[src/ars_defs.svh]
/*
 Constants of the cold reset sequencer: clock, timing figures, data words.
 Assumes inclusion by bare name from the package and the sequencer.
*/
`ifndef ARS_DEFS_SVH
`define ARS_DEFS_SVH

// =====================================================================
// clock and timing
`define ARS_CLK_PERIOD_NS   40
`define ARS_FLASH_INIT_NS   1000000
`define ARS_EXT_MIN_HALF    3
`define ARS_EXT_MAX_HALF    8
`define ARS_BLANK_CYCLES    16
`define ARS_CNT_W           16
`define ARS_DLY_W           4
`define ARS_CFG_W           16

// =====================================================================
// data words and levels
`define ARS_BLANK_WORD      16'hFFFF
`define ARS_ILLEGAL_OPCODE  16'h009B
`define ARS_RESET_VECTOR    24'h000000
`define ARS_ALE_IDLE        1'b0
`define ARS_STROBE_IDLE_N   1'b1

`endif

[src/ars_pkg.sv]
/*
 Types of the cold reset sequencer: state encoding and the state record.
 Assumes ars_defs.svh is on the include path.
*/
`include "ars_defs.svh"

package ars_pkg;

   // ==================================================================
   // sequence states
   typedef enum logic [1:0] {
      ARS_HOLD       = 2'b00,
      ARS_BOOT_DLY   = 2'b01,
      ARS_FLASH_WAIT = 2'b10,
      ARS_RUN        = 2'b11
   } ars_state_t;

   // ==================================================================
   // whole state of the sequencer
   typedef struct packed {
      ars_state_t                st;
      logic [`ARS_CNT_W-1:0]     fcnt;
      logic                      fl_rdy;
      logic [`ARS_DLY_W-1:0]     dcnt;
      logic                      boot_ext;
      logic                      core_rst_n;
      logic                      drv_off;
      logic [`ARS_CFG_W-1:0]     cfg;
      logic [15:0]               rdata;
      logic                      fetch_go;
   } ars_regs_t;

   localparam ars_regs_t ARS_REGS_RST = '{
      st:         ARS_HOLD,
      fcnt:       '0,
      fl_rdy:     1'b0,
      dcnt:       '0,
      boot_ext:   1'b0,
      core_rst_n: 1'b0,
      drv_off:    1'b1,
      cfg:        '0,
      rdata:      `ARS_BLANK_WORD,
      fetch_go:   1'b0
   };

endpackage : ars_pkg

[src/ars_sequencer.sv]
/*
 Cold (asynchronous) reset sequencer: entry, hold, flash-init or
 external-boot release, configuration latch and restart.
 Assumes a 25 MHz sys_clk that may be absent during entry, a flash
 controller that reports init done, and pins on the caller's pads.
*/
// Notes on behaviour
// - request low with kind select low puts the device in reset.
// - entry drops indicator, cancels holds, aborts cycles, floats pins, pulls config high.
// - entry needs no running clock.
// - internal boot keeps core reset until flash init done, at most 1 ms.
// - external boot releases core reset 3 to 8 half clocks after filtered release.
// - flash reads before init give all ones, later the illegal opcode.
// - exit latches configuration port and drives strobes inactive.
// - fetch restarts at address zero of segment zero.
// - kind select found low or falling low during request means cold reset.
`timescale 1ns/1ps
`include "ars_defs.svh"

module ars_sequencer
   import ars_pkg::*;
#(
   parameter int unsigned FLASH_INIT_CYCLES  = `ARS_FLASH_INIT_NS / `ARS_CLK_PERIOD_NS,
   parameter int unsigned FLASH_BLANK_CYCLES = `ARS_BLANK_CYCLES
) (
   // clock and reset
   input  wire logic                  sys_clk,
   input  wire logic                  rst_b,
   // reset pins
   input  wire logic                  reset_request_n,
   input  wire logic                  reset_kind_select,
   input  wire logic                  external_boot_select_n,
   input  wire logic [`ARS_CFG_W-1:0] configuration_port,
   // flash
   input  wire logic                  flash_init_done,
   input  wire logic [15:0]           flash_array_data,
   output logic      [15:0]           flash_read_data_q,
   output logic                       flash_ready,
   // reset outputs
   output logic                       reset_indicator_n,
   output logic                       core_reset_n,
   output logic                       hold_cancel,
   output logic                       bus_abort,
   // pin drivers, enables low while driving
   output logic                       bus_oe_n,
   output logic                       io_oe_n,
   output logic                       config_pullup,
   output logic                       ctrl_oe_n,
   output logic                       ale,
   output logic                       rd_n,
   output logic                       write_strobe_n,
   // restart
   output logic [`ARS_CFG_W-1:0]      sys_config_q,
   output logic                       fetch_start,
   output logic [23:0]                fetch_addr
);

   // ==================================================================
   // derived timing
   localparam int HALF_NS    = `ARS_CLK_PERIOD_NS / 2;
   // least time rounds up; the synchroniser stands in for the pin filter
   localparam int EXT_CYCLES = (`ARS_EXT_MIN_HALF * HALF_NS + `ARS_CLK_PERIOD_NS - 1)
                               / `ARS_CLK_PERIOD_NS;
   localparam int EXT_MAX    = (`ARS_EXT_MAX_HALF * HALF_NS) / `ARS_CLK_PERIOD_NS;
   localparam logic [`ARS_DLY_W-1:0] DLY_LAST   = `ARS_DLY_W'(EXT_CYCLES - 1);
   localparam logic [`ARS_CNT_W-1:0] FLASH_LAST = `ARS_CNT_W'(FLASH_INIT_CYCLES - 1);
   localparam logic [`ARS_CNT_W-1:0] BLANK_END  = `ARS_CNT_W'(FLASH_BLANK_CYCLES);

   // ==================================================================
   // cold reset entry
   logic arst_n;
   // clockless entry: pins reach the async reset directly, no clock needed
   assign arst_n = rst_b & (reset_request_n | reset_kind_select);

   // ==================================================================
   // pin synchronisers
   logic                  req_s;
   logic                  boot_n_s;
   logic                  done_s;
   logic [`ARS_CFG_W-1:0] cfg_s;

   ars_sync #(
      .W (`ARS_CFG_W + 3)
   ) u_sync (
      .sys_clk (sys_clk),
      .rst_b   (arst_n),
      .d       ({reset_request_n, external_boot_select_n, flash_init_done,
                 configuration_port}),
      .q       ({req_s, boot_n_s, done_s, cfg_s})
   );

   // ==================================================================
   // sequence
   ars_regs_t q;
   ars_regs_t n;

   always_comb begin
      n          = q;
      n.fetch_go = 1'b0;
      // flash init runs from request release whatever the boot source
      if (q.st != ARS_HOLD && !q.fl_rdy) begin
         if (done_s || q.fcnt == FLASH_LAST) begin
            n.fl_rdy = 1'b1;
         end else begin
            n.fcnt = q.fcnt + 1'b1;
         end
      end
      if (q.fl_rdy) begin
         n.rdata = flash_array_data;
      end else if (q.fcnt < BLANK_END) begin
         n.rdata = `ARS_BLANK_WORD;
      end else begin
         n.rdata = `ARS_ILLEGAL_OPCODE;
      end
      case (q.st)
         ARS_HOLD: begin
            n.fcnt     = '0;
            n.dcnt     = '0;
            n.fl_rdy   = 1'b0;
            n.boot_ext = ~boot_n_s;
            if (req_s) begin
               n.st = boot_n_s ? ARS_FLASH_WAIT : ARS_BOOT_DLY;
            end
         end
         ARS_BOOT_DLY: begin
            if (!req_s) begin
               n.st = ARS_HOLD;
            end else if (q.dcnt == DLY_LAST) begin
               n.st = ARS_RUN;
            end else begin
               n.dcnt = q.dcnt + 1'b1;
            end
         end
         ARS_FLASH_WAIT: begin
            if (!req_s) begin
               n.st = ARS_HOLD;
            end else if (q.fl_rdy) begin
               n.st = ARS_RUN;
            end
         end
         ARS_RUN: begin
            n.st = ARS_RUN;
         end
         default: begin
            n.st = ARS_HOLD;
         end
      endcase
      // exit: latch config, drive pins, release core and indicator
      if (q.st != ARS_RUN && n.st == ARS_RUN) begin
         n.core_rst_n = 1'b1;
         n.drv_off    = 1'b0;
         n.cfg        = cfg_s;
         n.fetch_go   = 1'b1;
      end
   end

   // entry state: indicator low, drivers off, pull-ups on
   always_ff @(posedge sys_clk or negedge arst_n) begin
      if (!arst_n) begin
         q <= ARS_REGS_RST;
      end else begin
         q <= n;
      end
   end

   // ==================================================================
   // outputs
   assign reset_indicator_n = q.core_rst_n;
   assign core_reset_n      = q.core_rst_n;
   assign hold_cancel       = q.drv_off;
   assign bus_abort         = q.drv_off;
   assign bus_oe_n          = q.drv_off;
   assign io_oe_n           = q.drv_off;
   assign config_pullup     = q.drv_off;
   assign ctrl_oe_n         = q.drv_off;
   // strobes only ever leave this block idle; the bus unit takes over later
   assign ale               = `ARS_ALE_IDLE;
   assign rd_n              = `ARS_STROBE_IDLE_N;
   assign write_strobe_n    = `ARS_STROBE_IDLE_N;
   assign sys_config_q      = q.cfg;
   assign fetch_start       = q.fetch_go;
   assign fetch_addr        = `ARS_RESET_VECTOR;
   assign flash_read_data_q = q.rdata;
   assign flash_ready       = q.fl_rdy;
endmodule : ars_sequencer

[src/ars_sync.sv]
/*
 Two-flop synchroniser for a bundle of pin levels.
 Assumes each bit is a slow level; a word that changes is only read
 once it has settled for the whole reset phase.
*/
`timescale 1ns/1ps

module ars_sync #(
   parameter int W = 1
) (
   // clock and reset
   input  wire logic         sys_clk,
   input  wire logic         rst_b,
   // levels
   input  wire logic [W-1:0] d,
   output logic      [W-1:0] q
);

   logic [W-1:0] meta_q;

   always_ff @(posedge sys_clk or negedge rst_b) begin
      if (!rst_b) begin
         meta_q <= '0;
         q      <= '0;
      end else begin
         meta_q <= d;
         q      <= meta_q;
      end
   end

endmodule : ars_sync
[config.mk]
export PLATFORM = sky130hd
export DESIGN_NAME = ars_sequencer
export DESIGN_NICKNAME = d
export VERILOG_FILES = /design/src/ars_pkg.sv /design/src/ars_sequencer.sv /design/src/ars_sync.sv
export VERILOG_INCLUDE_DIRS = /design/src
export SDC_FILE = /design/constraint.sdc
export NUM_CORES = 1
export LEC_CHECK = 0
export ABC_AREA = 1
export BUFFER_PORTS_ARGS = -buffer_cell sky130_fd_sc_hd__buf_2
export CELL_PAD_IN_SITES_DETAIL_PLACEMENT = 1
export CELL_PAD_IN_SITES_GLOBAL_PLACEMENT = 2
export CORE_UTILIZATION = 32
export DETAILED_ROUTE_END_ITERATION = 10
export GPL_TIMING_DRIVEN = 0
export PLACE_DENSITY = 0.76
export SETUP_SLACK_MARGIN = 0.05
export SLEW_MARGIN = 20
export SYNTH_ARGS = -nofsm -noshare
export SYNTH_HDL_FRONTEND = slang
export SYNTH_SLANG_ARGS = --single-unit
[constraint.sdc]
create_clock -name sys_clk -period 4.4 [get_ports sys_clk]
set_input_delay 0.66 -clock sys_clk [delete_from_list [all_inputs] [get_ports sys_clk]]
set_output_delay 0.66 -clock sys_clk [all_outputs]
set_load 0.02 [all_outputs]
Word-level counts from Yosys, hierarchy flattened:

Index checks and enable logic that the tools add are counted.

* memories: 0
* memory bits (read-only): 0
* logic and storage cells: 55
* flip-flop bits (word level): 96
* RAM bits: 0
* latch bits: 0

* $lt $le $gt $ge: 1
* eq/ne operators: 10
* shift-type cells: 0
* add/subtract/negate cells: 2
* $mul: 0
* reductions and logical operators: 12
* div/mod/pow operators: 0
* bitwise gates (word level): 2
* muxes and demuxes: 17

Operator list (count)
* two-way mux 16 bit: 3
* two-way mux 17 bit: 2
* adder 16 x 1 -> 16 bit (second input constant): 1
* equality test 16 x 15 -> 1 bit (second input constant): 1
* less-than comparator 16 x 5 -> 1 bit (second input constant): 1
* two-way mux 2 bit: 6
* two-way mux 4 bit: 2
* case mux 2 bit (4 select lines): 1
* case mux 4 bit (2 select lines): 1
* nonzero test 2 bit: 4
* equality test 2 bit (second input constant): 3
* adder 4 x 1 -> 4 bit (second input constant): 1
* equality test 4 x 1 -> 1 bit (second input constant): 1
* inequality test 2 x 1 -> 1 bit (second input constant): 2
* inequality test 2 bit (second input constant): 2
* AND reduction 2 bit: 2
* AND reduction 3 bit: 1
* equality test 2 x 1 -> 1 bit (second input constant): 1
* logical AND 1 bit: 2
* logical NOT 2 bit: 1
* two-way mux 1 bit: 2
* AND 1 bit: 1
* logical NOT 1 bit: 1
* logical OR 1 bit: 1
* bitwise OR 1 bit: 1

Depth between registers and ports, before layout:

* depth after elaboration: 7
* gate-level depth with buffers: 12

By module:

A second synthesis with hierarchy kept.

* cells, all modules: 436
* area, all modules: 4192.8 um^2

Modules (own cells, without submodules)
* ars_sequencer: area each 3241.9 um^2, cells each 398, instances 1, sequential area each 1472.7 um^2
* ars_sync: area each 950.9 um^2, cells each 38, instances 1, sequential area each 950.9 um^2

Worst setup path after synthesis:

Ideal clock, no wire load.

* kind: reg2reg
* from: register q[42] (netlist bit)
* to: register q[50] (netlist bit)
* library setup time: 0.126 ns
* slack: 2.942 ns
* period minus slack after synthesis: 1.458 ns
* path buffers: 1
* data arrival time: 1.332 ns
* required time: 4.274 ns
* cell stages (with the launch flop): 12
* path through: dfrtp_1 -> ha_1 -> nand2_1 -> inv_1 -> nand2_1 -> nor2_1 -> nand2_1 -> nand2_1 -> nand2_1 -> buf_2 -> nand2_1 -> o21ai_0

* longest elaborated chain between the ends: 4
* elaborated cells between the ends (all ways): 8

Ends and longest elaborated chain
* start, declared: line ars_sequencer.sv:94 `ars_regs_t q;`
* start signal, assigned: line ars_sequencer.sv:162 `q <= n;`
* adder 16 x 1 -> 16 bit or equality test 16 x 15 -> 1 bit (tied branches): line ars_sequencer.sv:105, ars_sequencer.sv:102
* two-way mux 16 bit or logical OR 1 bit (tied branches): line ars_sequencer.sv:102 `if (done_s || q.fcnt == FLASH_LAST) begin`
* two-way mux 17 bit or inequality test 2 x 1 -> 1 bit (tied branches)
* two-way mux 17 bit or AND reduction 2 bit (tied branches)

Several ways; a longest one is shown, not always the timed one. The select of a mux whose other input is x is not followed.
A chain may end at the register's enable or synchronous reset.

Worst setup path after layout:

* from: register q (netlist bit bus_abort)
* to: output hold_cancel

RTL lines
* end, declared: line ars_sequencer.sv:42 `output logic hold_cancel,`

No word-level cell between the ends.

==> flow_metrics.tcl <==
set metrics [dict create \
    outcome "finished, final reports clean" \
    via_count_of_the_first_global_routing_pass 3107 \
    timing_max_transition_violations_final 0 \
    p_sw_share_pct 34.0 \
    ys_seq_area_share_pct 57.6 \
    finClkSkew_ns 0.00616 \
    floorplan.rows 41 \
    netlist-cell-type-count 32 \
    post_cts_resize_count 0 \
    cp-startpoint "bus_abort$_DFFE_PN1P_" \
    max-vdd-ir-drop_uv 253 \
    drt_first_pass_iters 4 \
    power.sequential.fraction_pct 38.8 \
    p_sw_w 0.00103 \
    power_per_cell_area_nw_per_um2 576 \
    timing.critical_path.to_type "output port" \
    layout.cells.most_common "sky130_fd_sc_hd__nand2_1" \
    holdBufCountCts 0 \
    die_x_um 117 \
    track_usage_pct 15.1 \
    total_power_w 0.00304 \
    n_antenna_cell 0 \
    final_min_period_over_clock_period_pct 42.4 \
    post_synth_inst_count 435 \
    grt_setup_unrepaired "no" \
    hold_viol 0 \
    yosysWarnings 0 \
    clock_tree.root_cell "sky130_fd_sc_hd__clkbuf_16" \
    grt_pass1_wl_mm 15.5 \
    postSynthRegisterBits 96 \
    power_leakage_nw 2.72 \
    crit_arrival_ns 1.20 \
    reg2reg_from "q[41]$_DFFE_PN0P_" \
    route.final.wire_length_mm 9.30 \
    combPwrFrac_pct 33.9 \
    finalWorstPathRequiredPeriod_ns 1.86 \
    transition_time_at_the_pin_with_the_least_slew_margin_ns 0.610 \
    clock_sinks 96 \
    final_cell_mix "sky130_fd_sc_hd__nand2_1 (124), sky130_fd_sc_hd__buf_2 (81), sky130_fd_sc_hd__dfrtp_1 (79)" \
    first_iter_violations 167 \
    crit_path_start_kind "flop" \
    cts.clk_slew.worst_paths_ns 0.07 \
    post-cts-setup-buffers 0 \
    cts_tree "done" \
    timing.max_cap.violations 0 \
    pin_count 107 \
    ant_nets 0 \
    ys_dominant_reg_cell "sky130_fd_sc_hd__dfrtp_1" \
    asyncSetResetFlopFracSynth_pct 100 \
    setup.worst_path.class "flop to output port" \
    cts-root-to-sink-buffers 2 \
    grt_max_degree 45 \
    pwr-share-clk_pct 27.3 \
    tritoncts.num_buffers 9 \
    required_ns 3.74 \
    timing.setup.tns_ns 0 \
    routedWlPerCell_um 12.8 \
    final_util_pct 41.5 \
    number_of_enable_type_register_cells_in_the_synthesized_netlist 0 \
    synth.cell_area_um2 4210 \
    placedInstanceArea_um2 4970 \
    timing.max_slew.rel_slack_pct 59.3 \
    floorplan.die.height_um 117 \
    sum_of_overflow_across_all_layers_after_global_routing 0 \
    power_report.internal_total_w 0.00201 \
    vias_per_cell 4.26 \
    fraction_of_layout_instances_using_a_drive_strength_above_1_pct 35.9 \
    nNetsFinal 593 \
    final_area_um2 5280 \
    timing.final.setup_violations 0 \
    initial_core_utilization_pct 33.1 \
    cts_max_level 3 \
    floorplan.die_area_um2 13600 \
    average_footprint_of_a_synthesized_cell_um2 9.68 \
    route.vias.total 3104 \
    clk-insertion-delay-late_ns 0.35 \
    number_of_antenna_violations_at_the_first_check_in_global_routing 0 \
    place.detailed.hpwl_mm 6.80 \
    gp_congestion 0.770 \
    path_max_fanout 7 \
    syn2layout_area_growth_pct 25.5 \
    holdCritPathClass "input pin to async pin" \
    fmax_mhz 536 \
    floorplan.core_area_um2 12700 \
    placement.io_buffers 79 \
    post-route-drc-count 0 \
]
-- power by group through the flow --
stage	Clock, W	Combinational, W	Sequential, W
after detailed placement	0	0.00105	0.00120
after floorplan	0	0.000750	0.00118
after global routing	0.000896	0.00114	0.00120
after CTS	0.000864	0.00105	0.00118
after global placement	0	0.00103	0.00119
final	0.000831	0.00103	0.00118
-- critical path, stage by stage, from the launching register on --
cell and delay (ns):
sky130_fd_sc_hd__dfstp_2 0.59, sky130_fd_sc_hd__buf_4 0.12, sky130_fd_sc_hd__buf_2 0.15
-- cell families (layout without fill, tap and decap cells) --
kind of cell / Yosys count / in the layout / synth area share, %
simple gates: 214 / 214 / 21.7
other cells: 2 / 27 / 0.178
flops: 96 / 96 / 57.6
buf+inv: 99 / 196 / 15.3
xor+xnor: 5 / 5 / 1.04
fa+ha+maj: 3 / 3 / 0.892
compound gates: 16 / 16 / 3.27
-- registers in the layout, summed over array words and instances (netlist names) --
| name | flops |
|---|---|
| fetch_start | 1 |
| core_reset_n | 1 |
| flash_ready | 1 |
| u_sync.q | 19 |
| flash_read_data_q | 16 |
| u_sync.meta_q | 19 |
| sys_config_q | 16 |
| q | 22 |
| bus_abort | 1 |
-- synth_stat cells (3+ instances only) --
master                     count  area, um^2
sky130_fd_sc_hd__a21oi_1       3        15.0
sky130_fd_sc_hd__buf_4        68         510
sky130_fd_sc_hd__clkbuf_1      3        11.3
sky130_fd_sc_hd__dfrtp_1      79        1980
sky130_fd_sc_hd__dfstp_2      17         447
sky130_fd_sc_hd__ha_1          3        37.5
sky130_fd_sc_hd__inv_1        23        86.3
sky130_fd_sc_hd__nand2_1     124         465
sky130_fd_sc_hd__nand3_1      32         160
sky130_fd_sc_hd__nand4_1      12        75.1
sky130_fd_sc_hd__nor2_1       32         120
sky130_fd_sc_hd__o21ai_0       5        25.0
sky130_fd_sc_hd__or2_2         6        37.5
sky130_fd_sc_hd__xor2_1        4        35.0
-- final cells by class --
type                       instances  area [um^2]
tap                              172          215
sequential                        96         2420
inverter                          24         90.1
clock inverter                     5         81.3
buffer                            75          554
fill                            1571         7440
multi-input combinational        265         1240
clock buffer                      11          233
timing repair buffer              81          443
-- path summary, 6_finish.rpt --
path,to,slack (ns),cells after the start
worst max register to register,q[47]$_DFFE_PN0P_,2.63,8
worst min-delay path,sys_config_q[8]$_DFFE_PN0P_,0.33,2
max in group asynchronous,flash_read_data_q[4]$_DFF_PN1_,3.45,3
worst max-delay path,hold_cancel,2.54,2
worst min register to register,u_sync.q[17]$_DFF_PN0_,0.34,0
min in group sys_clk,u_sync.q[17]$_DFF_PN0_,0.34,0
-- routing by layer --
metal  wire length (um)  up-vias  share of wire, %  global-route usage (%)
met5                  0        -                 0                       0
met4                137        0               1.5                    4.56
met3                600       11               6.5                    4.83
met2               4520       85                49                    24.7
met1               4040     1498                43                    19.0
li1                   -     1510                 -                       -
-- metrics by stage --
stage / worst slack [ns] / std cells / hold WS, ns
3_3_place_gp: -0.531 / 711 / 0.332
5_1_grt: 2.38 / 729 / 0.346
4_1_cts: 2.51 / 729 / 0.328
6_report: 2.54 / 729 / 0.328
2_1_floorplan: 0.819 / 460 / 0.331
3_5_place_dp: 2.60 / 713 / 0.336
(Power assumes the default switching activity.)
